==> src/rx_sig_pkg.sv <==
// rx_sig_pkg: constants and types for the receive signaling substitution array.
// assumes a register index space where byte address = 4 * index.
`default_nettype none
package rx_sig_pkg;
    localparam int NUM_TS = 24;
    localparam int TS_W   = 5;
    localparam int IDX_W  = 11;
    localparam int ADDR_W = 13;
    localparam int DATA_W = 32;

    // register indices (byte address is four times these)
    localparam logic [IDX_W-1:0] CTRL_BASE  = 11'h3a0;
    localparam logic [IDX_W-1:0] SUB_BASE   = 11'h3c0;
    localparam logic [IDX_W-1:0] ARR_BASE   = 11'h500;
    localparam logic [IDX_W-1:0] GLOBAL_IDX = 11'h107;

    // field positions
    localparam int SF_SYNC_BIT = 7;
    localparam int SUB_EN_BIT  = 6;
    localparam int DEB_EN_BIT  = 4;
    localparam int SCHEME_LSB  = 2;
    localparam int EXT_LSB     = 0;
    localparam int SIG_A_BIT   = 3;
    localparam int SIG_B_BIT   = 2;
    localparam int SIG_C_BIT   = 1;
    localparam int SIG_D_BIT   = 0;

    // reset values and the all-ones substitute value
    localparam logic [3:0]        SIG_RESET  = 4'h0;
    localparam logic              SYNC_RESET = 1'b0;
    localparam logic [DATA_W-1:0] RDATA_RESET = 32'h0;
    localparam logic [3:0]        SIG_ONES   = 4'hf;

    typedef enum logic [1:0] {SUB_ONES, SUB_16, SUB_4, SUB_2} sub_scheme_t;
    typedef enum logic [1:0] {EXT_NONE, EXT_16, EXT_4, EXT_2} ext_scheme_t;

    typedef struct packed {
        logic        sub_en;
        logic        deb_en;
        sub_scheme_t scheme;
        ext_scheme_t ext;
    } chan_ctrl_t;

    localparam chan_ctrl_t CTRL_RESET = '{1'b0, 1'b0, SUB_ONES, EXT_NONE};

    typedef struct packed {
        logic            valid;
        logic [TS_W-1:0] ts;
        logic [3:0]      sig;
    } sig_sample_t;

    localparam sig_sample_t SAMPLE_RESET = '{1'b0, 5'h0, 4'h0};
endpackage
`default_nettype wire

==> src/rx_signaling_substitution_array.sv <==
// rx_signaling_substitution_array: per-timeslot receive signaling substitution
// values and received signaling array, with debounce, behind an avalon-mm slave.
// assumes samples and superframe strobe come from framer logic on clock_i.
//
// Chosen here: the Avalon-MM register port.
`timescale 1ns/10ps
`default_nettype none
module rx_signaling_substitution_array #(
    parameter int NUM_TS = rx_sig_pkg::NUM_TS
) (
    // clock and reset
    input  wire logic                           clock_i,
    input  wire logic                           reset_i,
    // avalon-mm slave
    input  wire logic [rx_sig_pkg::ADDR_W-1:0]  address_i,
    input  wire logic                           read_i,
    input  wire logic                           write_i,
    input  wire logic [rx_sig_pkg::DATA_W-1:0]  writedata_i,
    input  wire logic [3:0]                     byteenable_i,
    output logic      [rx_sig_pkg::DATA_W-1:0]  readdata_o,
    output logic                                waitrequest_o,
    // receive framer
    input  wire rx_sig_pkg::sig_sample_t        rx_sample_i,
    input  wire logic                           superframe_end_i,
    // outgoing pcm signaling and signaling pin
    output var  rx_sig_pkg::sig_sample_t        rx_pcm_out_o,
    output var  rx_sig_pkg::sig_sample_t        rx_signaling_pin_o
);
    import rx_sig_pkg::*;

    chan_ctrl_t        ctrl_q     [NUM_TS];
    logic [3:0]        sub_q      [NUM_TS];
    logic [3:0]        arr_q      [NUM_TS];
    logic [3:0]        prev_q     [NUM_TS];
    logic [3:0]        pend_val_q [NUM_TS];
    logic              pend_q     [NUM_TS];
    logic              sf_sync_q;
    logic              wait_q;
    logic [DATA_W-1:0] rdata_q;
    sig_sample_t       pcm_q;
    sig_sample_t       pin_q;

    logic [IDX_W-1:0]  idx;
    logic              req;
    logic              wr_ack;
    logic [7:0]        rd_mux;

    logic [TS_W-1:0]   rts;
    logic              rx_ok;
    chan_ctrl_t        rctrl;
    logic [3:0]        cap;
    logic              do_cap;
    logic              stable;
    logic              defer;
    logic [3:0]        arr_at_rts;

    function automatic logic hit(input logic [IDX_W-1:0] a, input logic [IDX_W-1:0] base);
        return (a >= base) && (a < base + IDX_W'(NUM_TS));
    endfunction

    function automatic logic [TS_W-1:0] ts_of(input logic [IDX_W-1:0] a,
                                              input logic [IDX_W-1:0] base);
        logic [IDX_W-1:0] d;
        d = a - base;
        return d[TS_W-1:0];
    endfunction

    function automatic logic [3:0] extract(input ext_scheme_t e, input logic [3:0] s);
        logic [3:0] r;
        r = SIG_RESET;
        case (e)
            EXT_16:  r = s;
            EXT_4:   r = {s[SIG_A_BIT], s[SIG_B_BIT], 2'h0};
            EXT_2:   r = {s[SIG_A_BIT], 3'h0};
            default: r = SIG_RESET;
        endcase
        return r;
    endfunction

    function automatic logic [3:0] substitute(input chan_ctrl_t c, input logic [3:0] sub,
                                              input logic [3:0] rx);
        logic [3:0] r;
        r = rx;
        if (c.sub_en) begin
            case (c.scheme)
                SUB_ONES: r = SIG_ONES;
                SUB_16:   r = sub;
                SUB_4:    r = {sub[SIG_A_BIT], sub[SIG_B_BIT], rx[1:0]};
                default:  r = {sub[SIG_A_BIT], rx[2:0]};
            endcase
        end
        return r;
    endfunction

    // bus: one wait cycle per access, answer registered
    assign idx    = address_i[ADDR_W-1:2];
    assign req    = read_i | write_i;
    assign wr_ack = write_i & ~wait_q & byteenable_i[0];

    always_ff @(posedge clock_i) begin
        if (reset_i) begin
            wait_q <= 1'b1;
        end else begin
            wait_q <= ~(req & wait_q);
        end
    end

    always_comb begin
        rd_mux = 8'h0;
        if (hit(idx, CTRL_BASE)) begin
            rd_mux[SUB_EN_BIT]               = ctrl_q[ts_of(idx, CTRL_BASE)].sub_en;
            rd_mux[DEB_EN_BIT]               = ctrl_q[ts_of(idx, CTRL_BASE)].deb_en;
            rd_mux[SCHEME_LSB+1:SCHEME_LSB]  = ctrl_q[ts_of(idx, CTRL_BASE)].scheme;
            rd_mux[EXT_LSB+1:EXT_LSB]        = ctrl_q[ts_of(idx, CTRL_BASE)].ext;
        end else if (hit(idx, SUB_BASE)) begin
            rd_mux = {4'h0, sub_q[ts_of(idx, SUB_BASE)]};
        end else if (hit(idx, ARR_BASE)) begin
            rd_mux = {4'h0, arr_q[ts_of(idx, ARR_BASE)]};
        end else if (idx == GLOBAL_IDX) begin
            rd_mux[SF_SYNC_BIT] = sf_sync_q;
        end else begin
            rd_mux = 8'h0;
        end
    end

    always_ff @(posedge clock_i) begin
        if (reset_i) begin
            rdata_q <= RDATA_RESET;
        end else if (read_i & wait_q) begin
            rdata_q <= {24'h0, rd_mux};
        end
    end

    // writes with byteenable_i[0] set land at the edge where waitrequest is low; the array has no write path
    always_ff @(posedge clock_i) begin
        if (reset_i) begin
            for (int i = 0; i < NUM_TS; i++) begin
                ctrl_q[i] <= CTRL_RESET;
                sub_q[i]  <= SIG_RESET;
            end
        end else if (wr_ack) begin
            if (hit(idx, CTRL_BASE)) begin
                ctrl_q[ts_of(idx, CTRL_BASE)].sub_en <= writedata_i[SUB_EN_BIT];
                ctrl_q[ts_of(idx, CTRL_BASE)].deb_en <= writedata_i[DEB_EN_BIT];
                ctrl_q[ts_of(idx, CTRL_BASE)].scheme <= sub_scheme_t'(writedata_i[SCHEME_LSB+1:SCHEME_LSB]);
                ctrl_q[ts_of(idx, CTRL_BASE)].ext    <= ext_scheme_t'(writedata_i[EXT_LSB+1:EXT_LSB]);
            end else if (hit(idx, SUB_BASE)) begin
                sub_q[ts_of(idx, SUB_BASE)] <= writedata_i[3:0];
            end
        end
    end

    always_ff @(posedge clock_i) begin
        if (reset_i) begin
            sf_sync_q <= SYNC_RESET;
        end else if (wr_ack && idx == GLOBAL_IDX) begin
            sf_sync_q <= writedata_i[SF_SYNC_BIT];
        end
    end

    // receive side
    assign rts        = rx_sample_i.ts;
    assign rx_ok      = rx_sample_i.valid && (rts < TS_W'(NUM_TS));
    assign rctrl      = rx_ok ? ctrl_q[rts] : CTRL_RESET;
    assign arr_at_rts = rx_ok ? arr_q[rts] : SIG_RESET;
    assign cap        = extract(rctrl.ext, rx_sample_i.sig);
    assign do_cap     = rx_ok && (rctrl.ext != EXT_NONE);
    // debounce compares against the previous captured sample of the same slot
    assign stable     = ~rctrl.deb_en | (cap == prev_q[rts]);
    // boundary timing only bites with debounce on; otherwise updates are immediate
    assign defer      = rctrl.deb_en & sf_sync_q;

    always_ff @(posedge clock_i) begin
        if (reset_i) begin
            for (int i = 0; i < NUM_TS; i++) begin
                arr_q[i] <= SIG_RESET;
            end
        end else begin
            if (superframe_end_i) begin
                for (int i = 0; i < NUM_TS; i++) begin
                    if (pend_q[i]) begin
                        arr_q[i] <= pend_val_q[i];
                    end
                end
            end
            if (do_cap && stable && !defer) begin
                arr_q[rts] <= cap;
            end
        end
    end

    // a pending value set in the boundary cycle itself waits for the next boundary
    always_ff @(posedge clock_i) begin
        if (reset_i) begin
            for (int i = 0; i < NUM_TS; i++) begin
                pend_q[i]     <= 1'b0;
                pend_val_q[i] <= SIG_RESET;
            end
        end else begin
            if (superframe_end_i) begin
                for (int i = 0; i < NUM_TS; i++) begin
                    pend_q[i] <= 1'b0;
                end
            end
            if (do_cap && stable && defer) begin
                pend_q[rts]     <= 1'b1;
                pend_val_q[rts] <= cap;
            end
        end
    end

    always_ff @(posedge clock_i) begin
        if (reset_i) begin
            for (int i = 0; i < NUM_TS; i++) begin
                prev_q[i] <= SIG_RESET;
            end
        end else if (do_cap) begin
            prev_q[rts] <= cap;
        end
    end

    always_ff @(posedge clock_i) begin
        if (reset_i) begin
            pcm_q <= SAMPLE_RESET;
        end else begin
            pcm_q.valid <= rx_ok;
            pcm_q.ts    <= rts;
            pcm_q.sig   <= substitute(rctrl, rx_ok ? sub_q[rts] : SIG_RESET, rx_sample_i.sig);
        end
    end

    // pin shows what the array holds, never the substitute values
    always_ff @(posedge clock_i) begin
        if (reset_i) begin
            pin_q <= SAMPLE_RESET;
        end else begin
            pin_q.valid <= do_cap;
            pin_q.ts    <= rts;
            pin_q.sig   <= (stable && !defer) ? cap : arr_at_rts;
        end
    end

    assign readdata_o         = rdata_q;
    assign waitrequest_o      = wait_q;
    assign rx_pcm_out_o       = pcm_q;
    assign rx_signaling_pin_o = pin_q;

    a_sub_bit_a: assert property (@(posedge clock_i) disable iff (reset_i)
        (rx_ok && rctrl.sub_en && rctrl.scheme != SUB_ONES)
        |=> rx_pcm_out_o.sig[SIG_A_BIT] == $past(sub_q[rts][SIG_A_BIT]))
        else $error("pcm bit a not substituted");

    a_sub_bit_b: assert property (@(posedge clock_i) disable iff (reset_i)
        (rx_ok && rctrl.sub_en && (rctrl.scheme == SUB_16 || rctrl.scheme == SUB_4))
        |=> rx_pcm_out_o.sig[SIG_B_BIT] == $past(sub_q[rts][SIG_B_BIT]))
        else $error("pcm bit b not substituted");

    a_sub_bit_c: assert property (@(posedge clock_i) disable iff (reset_i)
        (rx_ok && rctrl.sub_en && rctrl.scheme != SUB_16 && rctrl.scheme != SUB_ONES)
        |=> rx_pcm_out_o.sig[SIG_C_BIT] == $past(rx_sample_i.sig[SIG_C_BIT]))
        else $error("pcm bit c wrongly substituted");

    a_sub_bit_d: assert property (@(posedge clock_i) disable iff (reset_i)
        (rx_ok && rctrl.sub_en && rctrl.scheme == SUB_16)
        |=> rx_pcm_out_o.sig[SIG_D_BIT] == $past(sub_q[rts][SIG_D_BIT]))
        else $error("pcm bit d not substituted");

    a_force_ones: assert property (@(posedge clock_i) disable iff (reset_i)
        (rx_ok && rctrl.sub_en && rctrl.scheme == SUB_ONES) |=> rx_pcm_out_o.sig == SIG_ONES)
        else $error("ones substitution missing");

    a_pass_through: assert property (@(posedge clock_i) disable iff (reset_i)
        (rx_ok && !rctrl.sub_en) |=> rx_pcm_out_o.valid && rx_pcm_out_o.sig == $past(rx_sample_i.sig))
        else $error("pcm altered without substitution");

    a_array_follows: assert property (@(posedge clock_i) disable iff (reset_i)
        (rx_ok && !rctrl.deb_en && rctrl.ext == EXT_16) |=> arr_q[$past(rts)] == $past(rx_sample_i.sig))
        else $error("array not updated at once");

    a_debounce_hold: assert property (@(posedge clock_i) disable iff (reset_i)
        (do_cap && rctrl.deb_en && cap != prev_q[rts] && !superframe_end_i)
        |=> arr_q[$past(rts)] == $past(arr_at_rts))
        else $error("array changed on unstable signaling");

    a_extract_none: assert property (@(posedge clock_i) disable iff (reset_i)
        (rx_ok && rctrl.ext == EXT_NONE && !superframe_end_i) |=> arr_q[$past(rts)] == $past(arr_at_rts))
        else $error("array changed with extraction off");

    a_read_reserved: assert property (@(posedge clock_i) disable iff (reset_i)
        (read_i && wait_q && (hit(idx, SUB_BASE) || hit(idx, ARR_BASE))) |=> readdata_o[DATA_W-1:4] == '0)
        else $error("reserved bits read nonzero");

    a_wait_one: assert property (@(posedge clock_i) disable iff (reset_i)
        (req && wait_q) |=> !waitrequest_o ##1 waitrequest_o)
        else $error("bus answer not after one wait cycle");

    a_reset_idle: assert property (@(posedge clock_i)
        reset_i |=> readdata_o == RDATA_RESET && waitrequest_o
            && rx_pcm_out_o == SAMPLE_RESET && rx_signaling_pin_o == SAMPLE_RESET)
        else $error("outputs not idle after reset");

    a_array_no_write: assert property (@(posedge clock_i) disable iff (reset_i)
        (write_i && !wait_q && hit(idx, ARR_BASE) && !do_cap && !superframe_end_i)
        |=> arr_q[$past(ts_of(idx, ARR_BASE))] == $past(arr_q[ts_of(idx, ARR_BASE)]))
        else $error("host write reached the array");

    a_sub_write: assert property (@(posedge clock_i) disable iff (reset_i)
        (wr_ack && hit(idx, SUB_BASE))
        |=> sub_q[$past(ts_of(idx, SUB_BASE))] == $past(writedata_i[3:0]))
        else $error("substitute write missed its slot");

    a_deb_update: assert property (@(posedge clock_i) disable iff (reset_i)
        (do_cap && rctrl.deb_en && cap == prev_q[rts] && !sf_sync_q)
        |=> arr_q[$past(rts)] == $past(cap))
        else $error("stable signaling not taken into array");

    a_defer_hold: assert property (@(posedge clock_i) disable iff (reset_i)
        (do_cap && stable && defer && !superframe_end_i)
        |=> arr_q[$past(rts)] == $past(arr_at_rts))
        else $error("array refreshed off the superframe boundary");

    a_pin_received: assert property (@(posedge clock_i) disable iff (reset_i)
        (do_cap && rctrl.sub_en && !rctrl.deb_en)
        |=> rx_signaling_pin_o.sig == $past(cap))
        else $error("signaling pin shows substitute values");

    a_refuse_slot: assert property (@(posedge clock_i) disable iff (reset_i)
        (rx_sample_i.valid && rx_sample_i.ts >= TS_W'(NUM_TS))
        |=> !rx_pcm_out_o.valid && !rx_signaling_pin_o.valid)
        else $error("sample beyond last slot produced output");
endmodule
`default_nettype wire

==> config.mk <==
export PLATFORM = sky130hd
export DESIGN_NAME = rx_signaling_substitution_array
export DESIGN_NICKNAME = d
export VERILOG_FILES = /design/src/rx_sig_pkg.sv /design/src/rx_signaling_substitution_array.sv
export SDC_FILE = /design/constraint.sdc
export NUM_CORES = 1
export LEC_CHECK = 0
export BUFFER_PORTS_ARGS = -buffer_cell sky130_fd_sc_hd__buf_2
export CORE_ASPECT_RATIO = 0.8
export CORE_UTILIZATION = 39
export DETAILED_ROUTE_END_ITERATION = 16
export PLACE_DENSITY = 0.5
export SLEW_MARGIN = 15
export SYNTH_ARGS = -nofsm -noshare
export SYNTH_HDL_FRONTEND = slang
export SYNTH_SLANG_ARGS = --single-unit
==> constraint.sdc <==
create_clock -name clock_i -period 4.5 [get_ports clock_i]
set_clock_uncertainty 0.05 [all_clocks]
set_input_delay 0.675 -clock clock_i [delete_from_list [all_inputs] [get_ports clock_i]]
set_output_delay 0.675 -clock clock_i [all_outputs]
set_load 0.005 [all_outputs]
# Yosys cells after proc, flatten, opt, wreduce, memory -nomap -nowiden
# Memories as Yosys holds them, arrays and structs flattened.
# Index checks and enable logic that the tools add are counted.
# totals
regBits	25
mem_bits_rw	552
input_bits	64
n_memories	6
# mem_list
memory	words	word_bits	read_ports	rd_ports_with_merged_regs	write_ports	line	rtl
ctrl_q	24	6	2	0	24	rx_signaling_substitution_array.sv:31	chan_ctrl_t ctrl_q [NUM_TS];
arr_q	24	4	2	0	25	rx_signaling_substitution_array.sv:33	logic [3:0] arr_q [NUM_TS];
pend_val_q	24	4	24	0	24	rx_signaling_substitution_array.sv:35	logic [3:0] pend_val_q [NUM_TS];
prev_q	24	4	1	0	24	rx_signaling_substitution_array.sv:34	logic [3:0] prev_q [NUM_TS];
sub_q	24	4	2	0	24	rx_signaling_substitution_array.sv:32	logic [3:0] sub_q [NUM_TS];
pend_q	24	1	24	0	25	rx_signaling_substitution_array.sv:36	logic pend_q [NUM_TS];
# classes
addsub	3
n_lt_le_gt_ge	7
n_eq_ne	7
mux	193
n_bitwise	58
n_reduce_logical	17
# ops
cell	count
$mux W1	151
$mux W4	31
$or A1 B1 Y1	50
$mux W5	5
$pmux W4 S3	2
$ge A11 B10 Y1 const B	2
$lt A11 B10 Y1 const B	2
$mux W8	2
$sub A5 B1 Y5 const B	3
$mux W6	2
$reduce_or A4 Y1	3
$eq A11 B9 Y1 const B	1
$ge A11 B11 Y1 const B	1
$lt A11 B11 Y1 const B	1
$logic_and A1 B1 Y1	10
$eq A2 B2 Y1 const B	3
$reduce_or A6 Y1	1
$and A1 B1 Y1	5
$lt A5 B5 Y1 const B	1
$eq A2 B1 Y1 const B	2
$eq A4 B4 Y1	1
$not A1 Y1	3
$logic_not A2 Y1	1
$reduce_bool A2 Y1	1
$logic_not A1 Y1	1

# Depth between registers and ports, before layout
# depth
depth_word	14
mapped_depth	16

# Worst setup path before layout
# Ideal clock, no wire load.
# synth_path
kind	input port to flip-flop
start	input rx_sample_i[4] (netlist bit)
end	memory pend_val_q[0][0], enable pin
t_arrival_ns	3.784
required_ns	4.077
path_slack_ns	0.293
cell_stages	12
cell_sequence	buf_6 buf_6 buf_6 mux2_4 a2111oi_4 nand3_2 or3b_1 or4b_4 o31ai_4 nand2_4 buf_2 o31ai_1
# synth_rtl
element	line	rtl
start: declaration	rx_signaling_substitution_array.sv:23	input wire rx_sig_pkg::sig_sample_t rx_sample_i,
end: declaration	rx_signaling_substitution_array.sv:35	

==> flow_metrics.py <==
metrics = {
    "clock_tree": {
        "hold_buffers": 0,
        "post-cts-setup-buffers": 0,
        "cts_root_buf": "clkbuf_16",
        "cts_buffer_depth": 3,
        "clk_pin_slew_ns": 0.06,
        "cts_resized": 0,
        "htree_levels": 3,
        "clock_latency_ns": 0.63,
        "cts_tree": "yes",
        "cts_num_sinks": 684,
        "numCtsBuffers": 76,
    },
    "floorplanning": {
        "die_area_mm2": 0.0894,
        "die_y_um": 268,
        "core_region_area_mm2": 0.0874,
        "initial_utilization_pct": 39.4,
        "ios": 117,
        "fp.dieW_um": 334,
        "core.rowCount": 97,
    },
    "routing": {
        "ant_nets": 0,
        "via_count": 22900,
        "drt-initial-drc-count": 2298,
        "drt_pass1_iterations": 7,
        "viasPerCell": 5.80,
        "drt_wl_total_um": 105000,
        "drcViolationCount": 0,
        "wl_per_cell_um": 26.7,
    },
    "sta": {
        "period_minus_slack_ns": 3.92,
        "report.final.slew_viol_count": 0,
        "worst_pin_slew_ns": 1.00,
        "finalSetupViolCount": 0,
        "fin_setup_tns_ns": 0,
        "final_hold_viol_count": 0,
        "timing.final.crit_share_pct": 87.2,
        "rsz0062_at_grt": "false",
        "fmax_mhz": 255,
        "relSlewSlack_pct": 33.2,
    },
    "synthesis": {
        "syn_avg_cell_area_um2": 13.6,
        "yosys.area.top_type": "edfxtp_1",
        "ys.flop_type": "edfxtp_1",
        "synth-edff-count": 612,
        "syn-cell-area_mm2": 0.0344,
        "ys_top_cells_by_area": "edfxtp_1, mux4_2, mux2i_1",
        "synthCells": 2523,
        "synth_seq_cells": 684,
        "ys_seq_area_share_pct": 57.6,
        "ys_types": 77,
        "yosys.area.top_type_share_pct": 53.4,
        "synth_async_sr_flop_share_pct": 0,
        "ys_warn_count": 0,
    },
    "pwr": {
        "swShare_pct": 24.3,
        "vdd_drop_max_v": 0.000211,
        "clkPwrFrac_pct": 41.7,
        "p_seq_share_pct": 48.4,
        "pwr-share-comb_pct": 9.9,
        "p_leak_nw": 14.9,
        "p_sw_w": 0.00364,
        "intPower_w": 0.0113,
        "power_density_mw_per_mm2": 376,
    },
    "cells_and_area": {
        "final_util_pct": 45.6,
        "syn_to_final_growth_pct": 15.8,
        "most-common-layout-cells": "edfxtp_1, and2_1, mux4_2",
        "drive_above_1_share_pct": 25.1,
        "nets": 2812,
        "final_common_cell": "edfxtp_1",
    },
    "worst_setup_path": {
        "crit_arrival_ns": 4.22,
        "end_kind": "register",
        "cp-start-kind": "input port",
        "worstPathMaxFanout": 27,
        "path_class": "in -> reg",
        "cp_data_required_time_ns": 4.80,
    },
    "status": {
        "outcome": "finished, final reports clean",
    },
    "global_routing": {
        "grt_max_degree": 57,
        "grt_pass1_wl_um": 153000,
        "grt_overflow": 0,
        "first_global_vias": 22400,
        "antenna_found_initial": 6,
        "grt_usage_pct": 23.7,
    },
    "worst_hold_path": {
        "hold_class": "in -> reg",
    },
    "placed_design": {
        "gp_congestion": 0.869,
        "port-buffer-count": 61,
        "dp_hpwl_um": 73700,
    },
    "flow_run": {
        "maxCapViolCount": 0,
    },
}
==> power groups by stage <==
stage	Clock (W)	Sequential (W)	Combinational, W
2_1_floorplan	0	0.00733	0.000890
3_3_place_gp	0	0.00737	0.00146
3_5_place_dp	0	0.00738	0.00147
4_1_cts	0.00636	0.00725	0.00148
5_1_grt	0.00658	0.00727	0.00156
6_report	0.00625	0.00725	0.00149
==> logic make-up (layout without fill, tap and decap cells) <==
logic type,after synthesis,count (layout),synth area share (%)
AND/OR/NAND/NOR,918,918,14.2
flip-flops,684,684,57.6
multiplexers,392,392,19.6
buffers and inverters,269,424,3.58
AO/OA/AOI/OAI,257,257,5.01
XOR/XNOR,2,2,0.0509
other,1,135,0.0109
==> flip-flops by register name, summed over array words and instances (netlist names) <==
name	count
readdata_o	7
arr_q	108
pend_val_q	96
rx_signaling_pin_o	10
sf_sync_q	1
waitrequest_o	1
pend_q	24
sub_q	128
rx_pcm_out_o	5
prev_q	128
ctrl_q	176
==> synthesized netlist by cell type (all sizes together), types with 4 or more instances <==
| library cell | n |
|---|---|
| edfxtp | 612 |
| and2 | 230 |
| mux4 | 222 |
| nor2 | 211 |
| nand2 | 171 |
| clkbuf | 160 |
| mux2i | 153 |
| nand3 | 105 |
| nor4 | 99 |
| buf | 96 |
| o21ai | 90 |
| dfxtp | 72 |
| a21oi | 60 |
| a22oi | 33 |
| nor3 | 22 |
| and3 | 19 |
| mux2 | 17 |
| a31oi | 16 |
| inv | 13 |
| nor2b | 13 |
| o22ai | 12 |
| nand2b | 8 |
| nor3b | 8 |
| or3b | 8 |
| nand4 | 7 |
| o31ai | 7 |
| a221oi | 5 |
| nand3b | 5 |
| a2111oi | 4 |
==> worst paths after layout <==
kind / startpoint / to / slack [ns] / cells after the start
worst min register to register: pend_q[23]$_DFF_P_ / pend_q[23]$_DFF_P_ / 0.40 / 2
worst max-delay path: rx_sample_i[7] / pend_val_q[12][2]$_SDFFCE_PN0P_ / 0.58 / 14
worst min-delay path: write_i / waitrequest_o$_SDFF_PP1_ / 0.22 / 2
worst max register to register: ctrl_q[23][0]$_SDFFCE_PN0P_ / arr_q[2][0]$_DFFE_PP_ / 0.59 / 11
==> critical path, stage by stage <==
cell	delay (ns)
buf_2	0.32
and3b_1	0.41
a22oi_1	0.31
o21ai_0	0.15
a221oi_1	0.38
o311ai_0	0.23
buf_4	0.19
or4b_4	0.50
o31ai_4	0.09
buf_12	0.23
nand2_4	0.10
buf_12	0.18
o31ai_1	0.23
buf_4	0.17
==> through the flow <==
step	total power, W	setup slack [ns]	area, µm²	hold slack (ns)	std cells
after CTS	0.0151	0.601	39800	0.183	3948
after global placement	0.00883	0.0866	37300	0.384	3808
final	0.0150	0.576	39800	0.215	3950
after global routing	0.0154	0.351	39800	0.216	3948
after detailed placement	0.00885	0.0587	37300	0.384	3808
after floorplan	0.00822	0.293	34900	0.372	2655
==> per-layer routing <==
layer	vias to the layer above	share of wire [%]	global-route usage [%]
li1	10000	-	-
met1	11800	47	36.7
met2	981	43	33.9
met3	122	8.5	4.45
met4	0	2.0	5.83
met5	-	0	0
==> final cells by class <==
type / count / area [µm²]
fillers: 7848 / 47600
flip-flops and latches: 684 / 19800
multi-input cells: 1702 / 13900
repair buffers: 271 / 2140
clock buffers: 102 / 2130
well taps: 1138 / 1420
clock inverters: 38 / 349
inverters: 13 / 51.3
diodes: 2 / 5.00
(Power assumes the default switching activity.)
